--- config.mk ---
export PLATFORM = sky130hd
export DESIGN_NAME = cpc_top
export DESIGN_NICKNAME = d
export VERILOG_FILES = /design/src/rtl/cpc_pkg.sv /design/src/rtl/cpc_top.sv
export VERILOG_INCLUDE_DIRS = /design/src /design/src/rtl
export SDC_FILE = /design/constraint.sdc
export NUM_CORES = 1
export LEC_CHECK = 0
export ABC_AREA = 1
export BUFFER_PORTS_ARGS = -buffer_cell sky130_fd_sc_hd__buf_2
export CAP_MARGIN = 15
export CORE_MARGIN = 1.5
export CORE_UTILIZATION = 60
export DETAILED_ROUTE_END_ITERATION = 10
export PLACE_DENSITY_LB_ADDON = 0.15
export SYNTH_ARGS = -nofsm -noshare
export SYNTH_HDL_FRONTEND = slang
export SYNTH_SLANG_ARGS = --single-unit
--- constraint.sdc ---
create_clock -name clk_i -period 2.4 [get_ports clk_i]
set_clock_uncertainty 0.05 [all_clocks]
set_input_delay 0 -clock clk_i [delete_from_list [all_inputs] [get_ports clk_i]]
set_output_delay 0 -clock clk_i [all_outputs]
set_load 0.01 [all_outputs]
--- src/rtl/cpc_defines.svh ---
// constants of the charger protection control block
// assumes a single 20 MHz clock and a plain strobe register port
//
// Operation
// - sense output follows charge, discharge or id
// - mux disable bit floats the sense output
// - over-voltage opens all three protected paths
// - over-voltage flags irq, zeroes current, stops regulator
// - readable live over-voltage sense status bit
// - bp regulator returns after over-voltage; current stays zero, so charge regulator stays off
// - reverse enable turns fets on slowly
// - first-threshold overcurrent over slow window trips
// - second-threshold overcurrent over fast time trips
// - reverse mode keeps charge voltage regulator off
// - wrong-direction current trips and clears reverse bit
// - reverse enable writes ignored for lockout time
`ifndef CPC_DEFINES_SVH
`define CPC_DEFINES_SVH

// ---------------------------------------------------------------
// register offsets
// ---------------------------------------------------------------
`define CPC_OFS_PWR_CTRL  8'h04
`define CPC_OFS_STATUS    8'h08
`define CPC_OFS_IRQ_STAT  8'h0C
`define CPC_OFS_IRQ_CLR   8'h10
`define CPC_OFS_IRQ_EN    8'h14

// ---------------------------------------------------------------
// power control fields
// ---------------------------------------------------------------
`define CPC_PWR_CUR_LSB   0
`define CPC_PWR_CUR_MSB   3
`define CPC_PWR_MUX_DIS   4
`define CPC_PWR_CHG_EN    5
`define CPC_PWR_REV_EN    6
`define CPC_PWR_DUAL      7
`define CPC_PWR_WIDTH     8
`define CPC_PWR_RESET     8'h00

// ---------------------------------------------------------------
// status and interrupt bits
// ---------------------------------------------------------------
`define CPC_ST_OV_SNS     0
`define CPC_ST_REV_ON     1
`define CPC_ST_LOCKED     2
`define CPC_IRQ_OV        0
`define CPC_IRQ_REV_OC    1
`define CPC_IRQ_REV_CHG   2
`define CPC_IRQ_WIDTH     3
`define CPC_IRQ_RESET     3'h0

// ---------------------------------------------------------------
// timing, microseconds and clock rate
// ---------------------------------------------------------------
`define CPC_CLK_MHZ       20
`define CPC_SLOW_US       1000
`define CPC_FAST_US       100
`define CPC_LOCK_US       1000
`define CPC_DEB_US        100
`define CPC_RAMP_US       50
`define CPC_CNT_WIDTH     16
`define CPC_CNT_ZERO      16'h0000

`endif

--- src/rtl/cpc_pkg.sv ---
// types of the charger protection control block
// assumes cpc_defines.svh for register and counter widths; state and sense encodings are local
`include "cpc_defines.svh"

package cpc_pkg;

    // -----------------------------------------------------------
    // reverse path states
    // -----------------------------------------------------------
    typedef enum logic [2:0] {
        RV_OFF  = 3'b001,
        RV_RAMP = 3'b010,
        RV_ON   = 3'b100
    } cpc_rev_t;

    // -----------------------------------------------------------
    // sense output selection
    // -----------------------------------------------------------
    typedef enum logic [1:0] {
        SNS_ID        = 2'h0,
        SNS_CHARGE    = 2'h1,
        SNS_DISCHARGE = 2'h2
    } cpc_sns_t;

    // -----------------------------------------------------------
    // whole state of the block
    // -----------------------------------------------------------
    typedef struct packed {
        logic [`CPC_PWR_WIDTH-1:0] pwr;
        logic [`CPC_IRQ_WIDTH-1:0] irq_stat;
        logic [`CPC_IRQ_WIDTH-1:0] irq_en;
        logic                      ov;
        cpc_rev_t                  rev;
        logic [`CPC_CNT_WIDTH-1:0] slow_cnt;
        logic [`CPC_CNT_WIDTH-1:0] fast_cnt;
        logic [`CPC_CNT_WIDTH-1:0] deb_cnt;
        logic [`CPC_CNT_WIDTH-1:0] lock_cnt;
        logic [`CPC_CNT_WIDTH-1:0] ramp_cnt;
        logic [31:0]               rdata;
    } cpc_state_t;

endpackage

--- src/rtl/cpc_top.sv ---
// charger protection control: sense mux, over-voltage and reverse mode
// assumes comparator inputs synchronous to clk_i, strobe register port
//
// Strobed register access and the address map were decided locally.
`timescale 1ns/1ps
`include "cpc_defines.svh"

module cpc_top
    import cpc_pkg::*;
#(
    parameter logic [15:0] SLOW_CYC = 16'(`CPC_SLOW_US * `CPC_CLK_MHZ),
    parameter logic [15:0] FAST_CYC = 16'(`CPC_FAST_US * `CPC_CLK_MHZ),
    parameter logic [15:0] LOCK_CYC = 16'(`CPC_LOCK_US * `CPC_CLK_MHZ),
    parameter logic [15:0] DEB_CYC  = 16'(`CPC_DEB_US * `CPC_CLK_MHZ),
    parameter logic [15:0] RAMP_CYC = 16'(`CPC_RAMP_US * `CPC_CLK_MHZ)
) (
    input  wire logic        clk_i,
    input  wire logic        sys_rst_i,
    input  wire logic        ce_i,
    input  wire logic [7:0]  addr_i,
    input  wire logic [31:0] wdata_i,
    input  wire logic        wr_i,
    input  wire logic        rd_i,
    output logic      [31:0] rdata_o,
    input  wire logic        vbus_overvoltage_i,
    input  wire logic        over_first_thr_i,
    input  wire logic        over_second_thr_i,
    input  wire logic        wrong_direction_i,
    output logic      [1:0]  sense_sel_o,
    output logic             charge_sense_oe_n_o,
    output logic             charge_fet_gate_o,
    output logic             main_supply_fet_gate_o,
    output logic             usb_path_open_o,
    output logic             bp_regulator_en_o,
    output logic             charge_voltage_regulator_en_o,
    output logic             reverse_slow_turn_on_o,
    output logic             irq_o
);

    // -----------------------------------------------------------
    // helpers
    // -----------------------------------------------------------
    function automatic logic [15:0] hold_count(
        input logic        cond,
        input logic [15:0] cnt
    );
        logic [15:0] r;
        r = `CPC_CNT_ZERO;
        if (cond) begin
            r = (cnt == 16'hFFFF) ? cnt : 16'(cnt + 16'h0001);
        end
        return r;
    endfunction

    function automatic logic [15:0] down_count(
        input logic [15:0] cnt
    );
        return (cnt == `CPC_CNT_ZERO) ? cnt : 16'(cnt - 16'h0001);
    endfunction

    // -----------------------------------------------------------
    // state
    // -----------------------------------------------------------
    cpc_state_t s_q;
    cpc_state_t s_d;

    logic       ov_now;
    logic       rev_on;
    logic       chg_reg_on;
    logic [2:0] irq_set;
    logic       slow_trip;
    logic       fast_trip;
    logic       deb_trip;
    logic       wr_pwr;
    logic       wr_clr;

    assign ov_now = vbus_overvoltage_i;
    assign rev_on = (s_q.rev != RV_OFF);
    assign wr_pwr = wr_i && (addr_i == `CPC_OFS_PWR_CTRL);
    assign wr_clr = wr_i && (addr_i == `CPC_OFS_IRQ_CLR);

    // charge regulator runs with charge enable, a nonzero current, no reverse, no ov
    // a set reverse bit already counts as reverse mode, even before ramp
    assign chg_reg_on = s_q.pwr[`CPC_PWR_CHG_EN] && !rev_on && !ov_now
        && !s_q.pwr[`CPC_PWR_REV_EN]
        && (s_q.pwr[`CPC_PWR_CUR_MSB:`CPC_PWR_CUR_LSB] != 4'h0);

    assign slow_trip = (s_q.rev == RV_ON) && over_first_thr_i
        && !over_second_thr_i
        && (s_q.slow_cnt >= 16'(SLOW_CYC - 16'h0001));
    assign fast_trip = (s_q.rev == RV_ON) && over_second_thr_i
        && (s_q.fast_cnt >= 16'(FAST_CYC - 16'h0001));
    assign deb_trip = rev_on && wrong_direction_i
        && (s_q.deb_cnt >= 16'(DEB_CYC - 16'h0001));

    // -----------------------------------------------------------
    // next state
    // -----------------------------------------------------------
    always_comb begin
        s_d = s_q;
        irq_set = `CPC_IRQ_RESET;

        // register writes
        if (wr_pwr) begin
            s_d.pwr = wdata_i[`CPC_PWR_WIDTH-1:0];
            if (s_q.lock_cnt != `CPC_CNT_ZERO) begin
                s_d.pwr[`CPC_PWR_REV_EN] = 1'b0;
            end
        end
        if (wr_i && (addr_i == `CPC_OFS_IRQ_EN)) begin
            s_d.irq_en = wdata_i[`CPC_IRQ_WIDTH-1:0];
        end
        if (wr_clr) begin
            s_d.irq_stat = s_q.irq_stat & ~wdata_i[`CPC_IRQ_WIDTH-1:0];
        end

        // over-voltage
        s_d.ov = ov_now;
        if (ov_now && !s_q.ov) begin
            irq_set[`CPC_IRQ_OV] = 1'b1;
        end
        if (ov_now) begin
            s_d.pwr[`CPC_PWR_CUR_MSB:`CPC_PWR_CUR_LSB] = 4'h0;
        end

        // reverse trip timers
        s_d.slow_cnt = hold_count((s_q.rev == RV_ON) && over_first_thr_i
            && !over_second_thr_i, s_q.slow_cnt);
        s_d.fast_cnt = hold_count((s_q.rev == RV_ON) && over_second_thr_i,
            s_q.fast_cnt);
        s_d.deb_cnt  = hold_count(rev_on && wrong_direction_i,
            s_q.deb_cnt);
        s_d.lock_cnt = down_count(s_q.lock_cnt);
        s_d.ramp_cnt = down_count(s_q.ramp_cnt);

        if (slow_trip || fast_trip) begin
            irq_set[`CPC_IRQ_REV_OC] = 1'b1;
            s_d.pwr[`CPC_PWR_REV_EN] = 1'b0;
        end
        if (deb_trip) begin
            irq_set[`CPC_IRQ_REV_CHG] = 1'b1;
            s_d.pwr[`CPC_PWR_REV_EN] = 1'b0;
            s_d.lock_cnt = LOCK_CYC;
        end

        // reverse path state machine
        case (s_q.rev)
            RV_OFF: begin
                if (s_q.pwr[`CPC_PWR_REV_EN] && !ov_now) begin
                    s_d.rev = RV_RAMP;
                    s_d.ramp_cnt = RAMP_CYC;
                end
            end
            RV_RAMP: begin
                if (!s_q.pwr[`CPC_PWR_REV_EN] || ov_now || deb_trip) begin
                    s_d.rev = RV_OFF;
                end else if (s_q.ramp_cnt == `CPC_CNT_ZERO) begin
                    s_d.rev = RV_ON;
                end
            end
            RV_ON: begin
                if (!s_q.pwr[`CPC_PWR_REV_EN] || ov_now || deb_trip
                    || slow_trip || fast_trip) begin
                    s_d.rev = RV_OFF;
                end
            end
            default: begin
                s_d.rev = RV_OFF;
            end
        endcase

        // sticky flags, set beats clear
        s_d.irq_stat = s_d.irq_stat | irq_set;

        // read data stands for one cycle only
        s_d.rdata = 32'h0000_0000;
        if (rd_i) begin
            case (addr_i)
                `CPC_OFS_PWR_CTRL: begin
                    s_d.rdata[`CPC_PWR_WIDTH-1:0] = s_q.pwr;
                end
                `CPC_OFS_STATUS: begin
                    s_d.rdata[`CPC_ST_OV_SNS] = ov_now;
                    s_d.rdata[`CPC_ST_REV_ON] = (s_q.rev == RV_ON);
                    s_d.rdata[`CPC_ST_LOCKED] =
                        (s_q.lock_cnt != `CPC_CNT_ZERO);
                end
                `CPC_OFS_IRQ_STAT: begin
                    s_d.rdata[`CPC_IRQ_WIDTH-1:0] = s_q.irq_stat;
                end
                `CPC_OFS_IRQ_EN: begin
                    s_d.rdata[`CPC_IRQ_WIDTH-1:0] = s_q.irq_en;
                end
                default: begin
                    s_d.rdata = 32'h0000_0000;
                end
            endcase
        end
    end

    // -----------------------------------------------------------
    // registers
    // -----------------------------------------------------------
    always_ff @(posedge clk_i) begin
        if (sys_rst_i) begin
            s_q.pwr      <= `CPC_PWR_RESET;
            s_q.irq_stat <= `CPC_IRQ_RESET;
            s_q.irq_en   <= `CPC_IRQ_RESET;
            s_q.ov       <= 1'b0;
            s_q.rev      <= RV_OFF;
            s_q.slow_cnt <= `CPC_CNT_ZERO;
            s_q.fast_cnt <= `CPC_CNT_ZERO;
            s_q.deb_cnt  <= `CPC_CNT_ZERO;
            s_q.lock_cnt <= `CPC_CNT_ZERO;
            s_q.ramp_cnt <= `CPC_CNT_ZERO;
            s_q.rdata    <= 32'h0000_0000;
        end else if (ce_i) begin
            s_q <= s_d;
        end
    end

    // -----------------------------------------------------------
    // outputs
    // -----------------------------------------------------------
    always_comb begin
        if (rev_on) begin
            sense_sel_o = SNS_DISCHARGE;
        end else if (chg_reg_on) begin
            sense_sel_o = SNS_CHARGE;
        end else begin
            sense_sel_o = SNS_ID;
        end
    end

    assign rdata_o = s_q.rdata;
    assign charge_sense_oe_n_o = s_q.pwr[`CPC_PWR_MUX_DIS];
    // gate high holds a fet open
    assign charge_fet_gate_o = ov_now || !(rev_on || chg_reg_on);
    assign main_supply_fet_gate_o = ov_now || rev_on;
    assign usb_path_open_o = ov_now;
    assign bp_regulator_en_o = !ov_now && s_q.pwr[`CPC_PWR_DUAL];
    assign charge_voltage_regulator_en_o = chg_reg_on;
    assign reverse_slow_turn_on_o = (s_q.rev == RV_RAMP);
    assign irq_o = |(s_q.irq_stat & s_q.irq_en);

endmodule

== Word-level counts from Yosys, hierarchy flattened ==
Index checks and enable logic that the tools add are counted.

* Register bits after elaboration: 130
* Input bits: 49
* Output and inout bits: 42
* Word-level logic and storage cells: 121

* Add/subtract/negate cells: 5
* Magnitude comparators: 3
* Equality and inequality tests: 19
* Muxes and demuxes: 30
* Bitwise operators: 4
* Reduce and logical (&&, ||, !) cells: 47

{| class="wikitable"
|+ Operators by type and width
! kind !! count
|-
| 16-bit 2-to-1 mux || 11
|-
| 16-bit by 1-bit adder with 16-bit output, second input constant || 3
|-
| 16-bit == test, second input constant || 3
|-
| 16-bit by 11-bit greater-or-equal comparator with 1-bit output, second input constant || 2
|-
| 16-bit logical NOT || 2
|-
| 16-bit by 1-bit subtractor with 16-bit output, second input constant || 2
|-
| 1-bit logical AND || 17
|-
| 8-bit by 4-bit == test with 1-bit output, second input constant || 2
|-
| 8-bit by 5-bit == test with 1-bit output, second input constant || 2
|-
| 16-bit by 15-bit greater-or-equal comparator with 1-bit output, second input constant || 1
|-
| 2-bit AND reduction || 8
|-
| 16-bit nonzero test || 1
|-
| 3-bit 2-to-1 mux || 5
|-
| 3-bit one-hot mux with 4 select lines || 1
|-
| 2-bit inequality test, second input constant || 5
|-
| 3-bit one-hot mux with 3 select lines || 1
|-
| 8-bit by 3-bit == test with 1-bit output, second input constant || 1
|-
| 1-bit logical OR || 8
|-
| 8-bit 2-to-1 mux || 1
|-
| 1-bit 2-to-1 mux || 7
|-
| 7-bit 2-to-1 mux || 1
|-
| 3-bit bitwise AND || 2
|-
| 1-bit logical NOT || 6
|-
| 3-bit by 1-bit inequality test with 1-bit output, second input constant || 2
|-
| other kinds (14) || 14
|}

== Depth between registers and ports, before layout ==
Gate-level depths: netlist (run 1).

* Word-level depth: 9
* Mapped depth: 12
* Depth with buffers taken out: 12

== Worst setup path before layout (run 1) ==
No wires, ideal clock.

* Path kind: reg2reg
* Start: reg s_q[64] (netlist name)
* End: reg s_q[54] (netlist name)
* Library setup time: 0.115 ns
* Arrival: 1.449 ns
* Data required time: 2.235 ns
* Slack: 0.786 ns
* Stages on the path, launching flop included: 13
* Path buffers: 1
* Clock period less this slack: 1.614 ns
* Cells stage by stage: dfxtp_1 ha_1 nand3_1 nand2_1 nand2_1 nand2_2 nand2_4 clkinv_4 nand2_8 nand2_8 buf_12 a21oi_1 nor2_1

* Cells in the longest elaborated chain, start to end: 4
* Elaborated cells on any way between the ends: 5
* Classes of those cells: order compare: 1; eq/ne: 1; mux: 1; reduce/logical: 2

{| class="wikitable"
|+ Ends and longest elaborated chain
! what !! line !! text
|-
| start, declared || cpc_top.sv:64 || <nowiki>cpc_state_t s_q;</nowiki>
|-
| 16-bit by 11-bit greater-or-equal comparator with 1-bit output * || cpc_top.sv:94 || <nowiki>&& (s_q.deb_cnt >= 16'(DEB_CYC - 16'h0001));</nowiki>
|-
| 1-bit logical AND * || cpc_top.sv:94 ||
|-
| 2-bit inequality test (no source line) || n/a ||
|-
| 2-bit AND reduction (no source line) || n/a ||
|}

Mark *: on every way between the ends. The rest lies on a longest branch, timed or not.
A chain may end at the register's enable or synchronous reset.

== Worst setup path after layout (run 1) ==
* Start: reg s_q[80] (netlist name)
* End: reg s_q[95] (netlist name)

* Cells in the longest elaborated chain, start to end: 3
* Elaborated cells on any way between the ends: 6
* Classes of those cells: add/sub: 1; eq/ne: 2; mux: 2; reduce/logical: 1

{| class="wikitable"
|+ Ends and longest elaborated chain
! what !! line !! text
|-
| 16-bit by 1-bit adder with 16-bit output / 16-bit == test (equally long branches) || cpc_top.sv:50 || <nowiki>r = (cnt == 16'hFFFF) ? cnt : 16'(cnt + 16'h0001);</nowiki>
|-
| 16-bit 2-to-1 mux / 2-bit inequality test (equally long branches) || n/a ||
|-
| 16-bit 2-to-1 mux / 2-bit AND reduction (equally long branches) || n/a ||
|}

Parallel ways exist; a longest one is shown, timed or not. The select of a mux whose other input is x is not followed.

==> flow_summary_export.csv, run 1 <==
group,metric,value,unit
global_routing,grt.overflow.total,0,
power_and_ir_drop,comb_power_share,0.456,
power_and_ir_drop,p_sw,2.839,mW
global_routing,grt_max_degree,42,
timing,hold_viol,0,
power_and_ir_drop,total_power,6.639,mW
floorplan,ios,91,
yosys,synth_fa_ha_area_frac,0.01174,
critical_path,cp-start-kind,"register",
final_layout,num_antenna_cells,0,
timing,slew_headroom,0.4641,
yosys,synth_cell_types,47,
yosys,ys_ff_latch,106,
yosys,synth.area.top_cells,"dfxtp_1, nand2_1, nor2_1",
yosys,synth_area_per_cell,6.516,um^2
yosys,synth.cell_area,0.006392,mm^2
floorplan,fp.coreArea,0.01032,mm^2
clocking,path_clk_slew,0.11,ns
hold_path,hold_class,"input pin to register",
power_and_ir_drop,p_leak,2.893,nW
floorplan,fp.dieW,106.2,um
final_layout,layout-drive-gt1-share,0.09787,
placed_design,dp.cells,1137,
timing,tightest_slew,0.8038,ns
yosys,synth_edf_count,0,
floorplan,die-area,0.01128,mm^2
clocking,cts_max_path_buffers,2,
timing,fin_crit_sh,0.8018,
critical_path,cp_data_required_time,2.59,ns
yosys,synth_compound_area_frac,0.1196,
critical_path,path_class,"register to register",
yosys,synth.yosys.warnings,0,
timing,post-route-min-period,1.924,ns
timing,max_freq,0.5197,GHz
global_routing,grt_pass1_wl,24370,um
clocking,clkSinkCount,106,
yosys,synth_most_common_cell,"nand2_1",
route,route.top_layer_used,"met4",
final_layout,areaGrowthSynthToFinish,8.123,%
yosys,synthMuxAreaShare,0,
clocking,clockRootBuffer,"clkbuf_8",
route,wl_met3,520,um
yosys,synth-seq-area-share,0.3320,
yosys,synth_area_leader_cell,"dfxtp_1",
clocking,worstSkewPairLatency,0.39,ns
yosys,async_flop_share,0,
yosys,synthXorXnorAreaFrac,0.03836,
clocking,numCtsBuffers,9,
yosys,synthFlopType,"dfxtp_1",
power_and_ir_drop,seqPwrFrac,0.349,
final_layout,instances_no_fill,1168,
timing,final.setup.tns,0,ns
timing,slew_viol_final,0,
placed_design,gp_congestion,0.9347,
route,drt-initial-drc-count,324,
global_routing,grt_pass1_vias,5577,
yosys,synth_commonest_cells,"nand2_1, nor2_1, dfxtp_1",
clocking,postCtsSetupBuffers,0,
critical_path,critPathMaxFanout,19,
critical_path,cp-end-kind,"register",
clocking,htreeDepth,3,
power_and_ir_drop,intPower,3.800,mW
route,drc,0,
yosys,synth_cells,981,
global_routing,grtUsageTotal,0.2654,
power_and_ir_drop,ir_drop,0.8789,mV
timing,setup_viol,0,
route,drt-pass1-iter-count,5,
yosys,synthSimpleGateAreaFrac,0.3715,
placed_design,io_buffers,42,
route,totalWireLength,14200,um
floorplan,num_rows,37,
placed_design,hpwl,10380,um
critical_path,cp.arrival,2.11,ns
floorplan,initial_core_util,0.6192,
yosys,synth_top_area_share,0.3320,
run,cap_violations,0,
yosys,synth_top_family_by_area,"simple AND/OR/NAND/NOR gates",
route,drt.antenna.violating_nets,0,
route,wl_met1,6518,um
route,vias,6035,
route,vias_per_cell,5.167,
clocking,cts_tree,"built",
route,wl_met2,6906,um
power_and_ir_drop,p_sw_frac,0.4276,
timing,rsz0062_at_grt,"false",
final_layout,nets,1082,
power_and_ir_drop,p_clk_frac,0.196,
route,wl_per_cell,12.16,um
final_layout,utilization,0.6695,
floorplan,die_h,106.2,um
power_and_ir_drop,p_per_area,960.5,mW/mm^2
global_routing,grt_antenna_before_repair,0,
status,status,"finished clean",
final cells by class:
cell class,instances,area (um^2)
repair buffers,65,420.4
flip-flops and latches,106,2122
well taps,136,170.2
inverters,109,414.1
clock buffers,10,137.6
multi-input cells,736,3550
clock inverters,6,97.59
fillers,981,3412
flip-flops by register name, summed over array words and instances, names as in the netlist:
register             cells
charge_sense_oe_n_o      1
rdata_o                  8
s_q                     97
power groups by stage:
stage,combinational [mW],sequential (mW),clock [mW]
5_1_grt,3.51,2.36,1.40
6_report,3.02,2.32,1.30
4_1_cts,3.02,2.31,1.33
3_5_place_dp,2.99,2.34,0
2_1_floorplan,2.58,2.28,0
3_3_place_gp,2.95,2.34,0
layout by cell type (no fill, tap or decap), types with 2 or more instances in the layout:
master and count:
a21oi_1 85, buf_2 42, buf_4 8, bufinv_16 2, clkbuf_8 10, clkinv_4 3, conb_1 24, dfxtp_1 106
dlygate4sd3_1 15, ha_1 6, inv_1 102, inv_2 6, nand2_1 226, nand2_2 4, nand2_4 4, nand2_8 2
nand3_1 77, nand3_4 2, nand4_1 22, nand4_2 2, nor2_1 150, nor2_2 3, nor2_4 2, nor3_1 27
nor3_2 2, nor4_1 3, o21a_1 2, o21ai_0 46, o21ai_1 2, or2_2 3, xnor2_1 4, xor2_1 24
critical path, stage by stage (launching register included):
cell and delay, ns:
dfxtp_1 0.40, ha_1 0.21, nand2_1 0.08, nor2_1 0.13
nand2_1 0.14, nor2_2 0.15, nand4_2 0.12, nand2_4 0.20
inv_2 0.11, nand4_1 0.11, a21oi_1 0.08
metrics by stage:
step / hold WS (ns) / area [um^2] / setup WS (ns)
finish: 0.02504 / 6912 / 0.4757
global route: 0.03196 / 6912 / 0.3144
CTS: 0.01736 / 6912 / 0.4794
detailed placement: 0.1870 / 6526 / 0.5134
global placement: 0.1818 / 6526 / 0.5388
floorplan: -0.002469 / 6479 / 0.7858
timing repair:
action	CTS	global route
setup endpoints to repair	0	0
hold buffers	15	0
resized for setup	0	0
endpoints found under the hold margin	27	0
cells by family after synthesis:
family / after synthesis
compound gates: 144
fa+ha+maj: 6
simple gates: 534
xor+xnor: 28
other cells: 1
flops: 106
buf+inv: 162
worst paths after layout:
| check | cells past startpoint | slack, ns | start | end |
|---|---|---|---|---|
| max | 10 | 0.48 | s_q[80] | s_q[95] |
| min | 4 | 0.03 | addr_i[3] | s_q[118] |
| max reg2reg | 10 | 0.48 | s_q[80] | s_q[95] |
| min reg2reg | 2 | 0.41 | s_q[50] | s_q[50] |
metal layers:
layer	vias up	GRT usage
met1	2706	0.3300
met3	23	0.04231
met4	0	0.09459
met2	106	0.4627
li1	3200	-
met5	-	0
No activity file was read; power rests on OpenSTA's default activity.
==> run 2: changes to the inputs <==
- CORE_UTILIZATION: 60 -> 58
- clock period: 2.4 -> 1.9 ns (I/O delays scaled with it)
==> run 2 against run 1 <==
Final area grew 4.2%. Global-route usage decreased by 0.78 points. Largest cell class unchanged. Die area rose by 3.3%. Sequential cell count unchanged. Wire length grew 6.2%. Critical path type is now register to output pin. Largest power group unchanged. Final cell count increased by 3.2%. Critical path depth fell by 3.
==> flow_summary_export.csv, run 2 (synthesized netlist as in run 1, its figures left out) <==
group,metric,value,unit
global_routing,grt.overflow.total,0,
global_routing,grt_antenna_before_repair,0,
final_layout,final_cell_mix,"nand2_1, nor2_1, inv_1, dfxtp_1, a21oi_1",
timing,tightest_slew,0.5560,ns
global_routing,grt_pass1_wl,23790,um
route,vias,6168,
clocking,clockRootBuffer,"clkbuf_8",
route,wl_per_cell,12.52,um
final_layout,fin_area,0.007204,mm^2
power_and_ir_drop,comb_power_share,0.483,
clocking,htreeDepth,3,
placed_design,io_buffers,42,
clocking,clkSinkCount,106,
critical_path,cp_data_required_time,1.85,ns
placed_design,dp.cells,1152,
critical_path,cp.arrival,1.75,ns
power_and_ir_drop,p_sw_frac,0.4348,
run,cap_violations,0,
global_routing,grt_max_degree,22,
timing,slew_headroom,0.6259,
critical_path,critPathMaxFanout,9,
placed_design,placed_area,0.006614,mm^2
placed_design,post-place-ws,0.1128,ns
power_and_ir_drop,total_power,8.504,mW
global_routing,grt_pass1_vias,5340,
floorplan,initial_core_util,0.5923,
floorplan,fp.dieW,108.0,um
clocking,cts_tree,"built",
power_and_ir_drop,ir_drop,1.396,mV
clocking,worstSkewPairLatency,0.39,ns
power_and_ir_drop,seqPwrFrac,0.344,
timing,fin_ws,0.1001,ns
timing,fin_crit_sh,0.9473,
final_layout,num_antenna_cells,0,
power_and_ir_drop,p_clk_frac,0.172,
route,drt.antenna.violating_nets,0,
timing,slew_viol_final,0,
power_and_ir_drop,p_leak,3.035,nW
floorplan,ios,91,
critical_path,path_class,"register to output pin",
status,status,"finished clean",
final_layout,largest_reg_flops,97,
route,drt-pass1-iter-count,5,
route,drt-initial-drc-count,465,
route,drc,0,
final_layout,utilization,0.6675,
final_layout,largest_register,"s_q",
timing,setup_viol,0,
timing,max_freq,0.5556,GHz
final_layout,fillCellCount,985,
timing,final.setup.tns,0,ns
final_layout,areaGrowthSynthToFinish,12.70,%
power_and_ir_drop,intPower,4.806,mW
global_routing,grtUsageTotal,0.2576,
clocking,cts_max_path_buffers,2,
hold_path,hold_class,"input pin to register",
final_layout,instances_no_fill,1205,
placed_design,hpwl,10530,um
floorplan,num_rows,38,
final_layout,layout_commonest_cell,"nand2_1",
clocking,numCtsBuffers,9,
floorplan,die_h,108.0,um
power_and_ir_drop,p_sw,3.697,mW
timing,rsz0062_at_grt,"true",
power_and_ir_drop,p_per_area,1180,mW/mm^2
critical_path,cp-end-kind,"output pin",
timing,hold_viol,0,
floorplan,fp.coreArea,0.01079,mm^2
final_layout,layout-drive-gt1-share,0.1296,
floorplan,die-area,0.01166,mm^2
placed_design,gp_congestion,0.9039,
timing,holdWs,0.03961,ns
clocking,path_clk_slew,0.10,ns
route,vias_per_cell,5.119,
critical_path,cp-start-kind,"register",
route,totalWireLength,15090,um
timing,post-route-min-period,1.800,ns
final_layout,nets,1115,
run 2: cell types whose count changed in the layout (fill, tap and decap cells not counted), moves of 4 or more:
cell,before,now
nand2_2,4,9
dfxtp_2,0,4
dlygate4sd3_1,15,20
dfxtp_1,106,102
buf_4,8,31
run 2: area by class of cell:
cell class | instances | area, um^2 | share of cell area
tap | 140 | 175.2 | 0.02431
timing repair buffer | 94 | 663.1 | 0.09205
inverter | 109 | 416.7 | 0.05783
clock buffer | 10 | 137.6 | 0.01910
multi-input combinational | 740 | 3620 | 0.5024
sequential | 106 | 2127 | 0.2952
clock inverter | 6 | 65.06 | 0.009031
run 2: final timing paths:
check                                from                end  slack [ns]  cells past startpoint
worst min-delay path            addr_i[3]           s_q[118]        0.04                      4
worst max-delay path             s_q[113]  charge_fet_gate_o        0.10                      7
worst min register to register   s_q[115]           s_q[115]        0.42                      2
worst max register to register    s_q[64]           s_q[128]        0.11                     11
run 2: what timing repair did:
action	in CTS	in global routing
setup buffers	0	13
resized for setup	0	15
hold buffers	20	0
setup endpoints to repair	0	41
hold endpoints to repair	34	0
run 2: critical path, cell delays in order (launching register included):
cell and delay (ns):
dfxtp_1 0.34, inv_1 0.11, nand3_4 0.15, inv_1 0.12, nand2_1 0.13, nor3_2 0.24, o21ai_0 0.12, buf_2 0.15
run 2: layer usage:
layer | global-route usage | up-vias | wire length [um]
li1 | - | 3269 | -
met3 | 0.06329 | 21 | 510
met1 | 0.3119 | 2770 | 6883
met4 | 0.06861 | 0 | 221
met5 | 0 | - | 0
met2 | 0.4548 | 108 | 7471
run 2: power groups by stage:
stage / clock network [mW] / registers [mW] / logic, mW
floorplan: 0 / 2.88 / 3.26
global placement: 0 / 2.96 / 3.76
detailed placement: 0 / 2.96 / 3.81
CTS: 1.51 / 2.92 / 3.85
global route: 1.59 / 2.98 / 4.68
finish: 1.46 / 2.93 / 4.11
==> run 3: changes to the inputs <==
- ABC_AREA: 1 -> 0
- CORE_ASPECT_RATIO: default -> 1.2
- CORE_UTILIZATION: 58 -> 60
- clock period: 1.9 -> 2.3 ns (I/O delays scaled with it)
==> run 3 against run 2 <==
Non-clock buffer count decreased by 19. Final area decreased by 13%. Sequential share of layout area increased by 4.5 points. Count of clock-buffer cells in the layout unchanged. Worst setup slack got worse by 0.011 ns. First-iteration DRC count decreased by 27%. Core utilization increased by 1.6 points. Synthesized cell count decreased by 31%. Combinational power decreased by 62%. Register-to-register slack got worse by 0.02 ns. Synthesized area decreased by 11%. Worst hold slack got worse by 0.022 ns.
==> flow_summary_export.csv, run 3 <==
group,metric,value,unit
status,status,"finished clean",
yosys,synth_most_common_cell,"dfxtp_1",
yosys,synth_area_per_cell,8.444,um^2
hold_path,min_to,"rdata_o[2]",
timing,slew_viol_final,0,
timing,final.setup.tns,0,ns
critical_path,critPathMaxFanout,20,
timing,max_freq,0.4522,GHz
critical_path,cpPeakStageDelay,0.64,ns
floorplan,initial_core_util,0.6253,
global_routing,grt.overflow.total,0,
critical_path,cp_data_required_time,2.55,ns
critical_path,timing.rr.end,"s_q[55]",
final_layout,num_antenna_cells,0,
placed_design,io_buffers,42,
timing,post-route-min-period,2.211,ns
critical_path,cp-start-kind,"register",
yosys,synth-seq-area-share,0.3718,
critical_path,ff2ff_path_depth,5,
floorplan,die_h,109.8,um
yosys,synth_cells,676,
final_layout,layout-drive-gt1-share,0.1305,
clocking,cts_tree,"built",
global_routing,grt_pass1_wl,21270,um
yosys,ys_ff_latch,106,
timing,tightest_slew,0.5902,ns
final_layout,largest_register,"s_q",
clocking,clkSinkCount,106,
clocking,cts_max_path_buffers,2,
yosys,synth_area_leader_cell,"dfxtp_1",
final_layout,final_cell_mix,"dfxtp_1, nor2_1, a21oi_1, buf_2, nand2_1",
power_and_ir_drop,p_per_area,763.0,mW/mm^2
power_and_ir_drop,ir_drop,0.6947,mV
clocking,htreeDepth,3,
final_layout,largest_reg_flops,97,
global_routing,grt_antenna_before_repair,0,
hold_path,worstHoldStart,"addr_i[2]",
yosys,synth_edf_count,0,
yosys,synth.cell_area,0.005708,mm^2
route,wl_per_cell,15.10,um
route,drt-initial-drc-count,341,
critical_path,path_delay_family,"simple AND/OR/NAND/NOR gates",
clocking,numCtsBuffers,9,
critical_path,cp_num_buf_inv,0,
timing,hold_viol,0,
timing,holdWs,0.01766,ns
critical_path,cp_slowest_cell,"or4b_2",
floorplan,fp.dieW,92.04,um
final_layout,layout_commonest_cell,"dfxtp_1",
final_layout,areaGrowthSynthToFinish,9.360,%
final_layout,fillCellCount,767,
global_routing,grtUsageTotal,0.2587,
critical_path,path_cells,"and4_1, nand4_1, o221a_4, or4b_2, a21oi_1",
yosys,synthFlopType,"dfxtp_1",
placed_design,gp_congestion,0.8677,
clocking,path_clk_slew,0.10,ns
yosys,synth.area.top_cells,"dfxtp_1, a21oi_1, buf_4",
hold_path,holdPathStages,4,
floorplan,num_rows,38,
placed_design,hpwl,9012,um
power_and_ir_drop,p_leak,2.273,nW
floorplan,fp.coreArea,0.009129,mm^2
route,totalWireLength,12810,um
floorplan,ios,91,
critical_path,path_class,"register to register",
clocking,worstSkewPairLatency,0.37,ns
yosys,async_flop_share,0,
run,cap_violations,0,
route,drt-pass1-iter-count,5,
yosys,synth.yosys.warnings,0,
critical_path,cp-end-kind,"register",
final_layout,nets,779,
critical_path,cp.arrival,2.46,ns
hold_path,hold_class,"input pin to register",
global_routing,grt_max_degree,46,
route,vias_per_cell,6.124,
critical_path,regToRegSetupSlack,0.09,ns
global_routing,grt_pass1_vias,4597,
yosys,synth_top_area_share,0.3718,
yosys,synth_cell_types,69,
timing,fin_crit_sh,0.9614,
floorplan,die-area,0.01011,mm^2
critical_path,worstReg2RegStart,"s_q[70]",
timing,setup_viol,0,
route,drc,0,
route,drt.antenna.violating_nets,0,
route,vias,5193,
clocking,postCtsSetupBuffers,0,
timing,slew_headroom,0.6011,
clocking,clockRootBuffer,"clkbuf_8",
yosys,synth_commonest_cells,"dfxtp_1, nor2_1, a21oi_1",
==> run 3: cell count changes after synthesis, moves of 15 or more <==
cell	change
mux2i_1	+15
nand3_1	-49
a21oi_1	-32
or3_1	+28
xnor2_1	+25
o21ai_0	-25
xor2_1	-16
inv_1	-80
nor2_1	-96
nand2_1	-189
or4_1	+22
==> run 3: cell families (layout without fill, tap and decap cells) <==
kind of cell / count (synthesis) / after routing / synth area share
AND/OR/NAND/NOR: 276 / 276 / 0.2771
AO/OA/AOI/OAI: 150 / 150 / 0.1699
flip-flops: 106 / 106 / 0.3718
buffers and inverters: 84 / 113 / 0.08242
XOR/XNOR: 37 / 37 / 0.05677
multiplexers: 16 / 16 / 0.02828
adder cells (fa/ha/maj): 6 / 6 / 0.01315
other: 1 / 24 / 0.0006570
==> run 3: power by group <==
part           switching [mW]  internal (mW)  leakage, nW
Combinational           0.856          0.702         1.33
Clock                   0.635          0.414       0.0879
Sequential              0.145           2.01        0.859
Total                    1.64           3.13         2.27
==> run 3: how the worst max path moves through the flow <==
stage / from / end / slack (ns) / cells after the start
final: s_q[70] / s_q[55] / 0.09 / 5
after global routing: s_q[70] / s_q[55] / -0.02 / 5
after floorplan: s_q[48] / s_q[59] / 0.01 / 9
after global placement: s_q[48] / s_q[55] / 0.11 / 7
after detailed placement: s_q[48] / s_q[55] / 0.05 / 7
after CTS: s_q[48] / s_q[55] / 0.03 / 7
==> run 3: metrics by stage <==
step | instances | util | worst slack (ns) | instance area, um^2 | power (mW)
finish | 848 | 0.6838 | 0.08877 | 6242 | 4.763
global route | 848 | 0.6838 | -0.02085 | 6242 | 5.075
CTS | 848 | 0.6813 | 0.03160 | 6220 | 4.746
detailed placement | 820 | 0.6486 | 0.04678 | 5921 | 3.689
global placement | 820 | 0.6486 | 0.1052 | 5921 | 3.625
floorplan | 699 | - | 0.01028 | 5794 | 3.447
==> run 3: metal layers <==
| metal | vias to the layer above | wire (um) | GRT usage |
|---|---|---|---|
| li1 | 2539 | - | - |
| met1 | 2507 | 5810 | 0.3320 |
| met2 | 136 | 6277 | 0.4487 |
| met3 | 11 | 595 | 0.04011 |
| met4 | 0 | 123 | 0.07802 |
| met5 | - | 0 | 0 |
==> run 3: what timing repair did <==
action,in CTS,in global routing
gates resized for setup,0,4
hold endpoints to repair,18,0
endpoints found under the setup margin,0,13
hold buffers,13,0
==> run 3: area by class of cell <==
cell class                      count  area, um^2  share of cell area
Clock buffer                       10       137.6             0.02205
Tap cell                          120       150.1             0.02405
Clock inverter                      5       31.28            0.005011
Sequential cell                   106        2122              0.3399
Multi-Input combinational cell    509        3224              0.5165
Timing Repair Buffer               75       490.5             0.07857
Inverter                           23       86.33             0.01383
==> run 3: worst min-delay path, stage by stage <==
cell and delay (ns):
buf_2 0.14, o21ai_0 0.10, nand3_1 0.08, a221oi_1 0.06
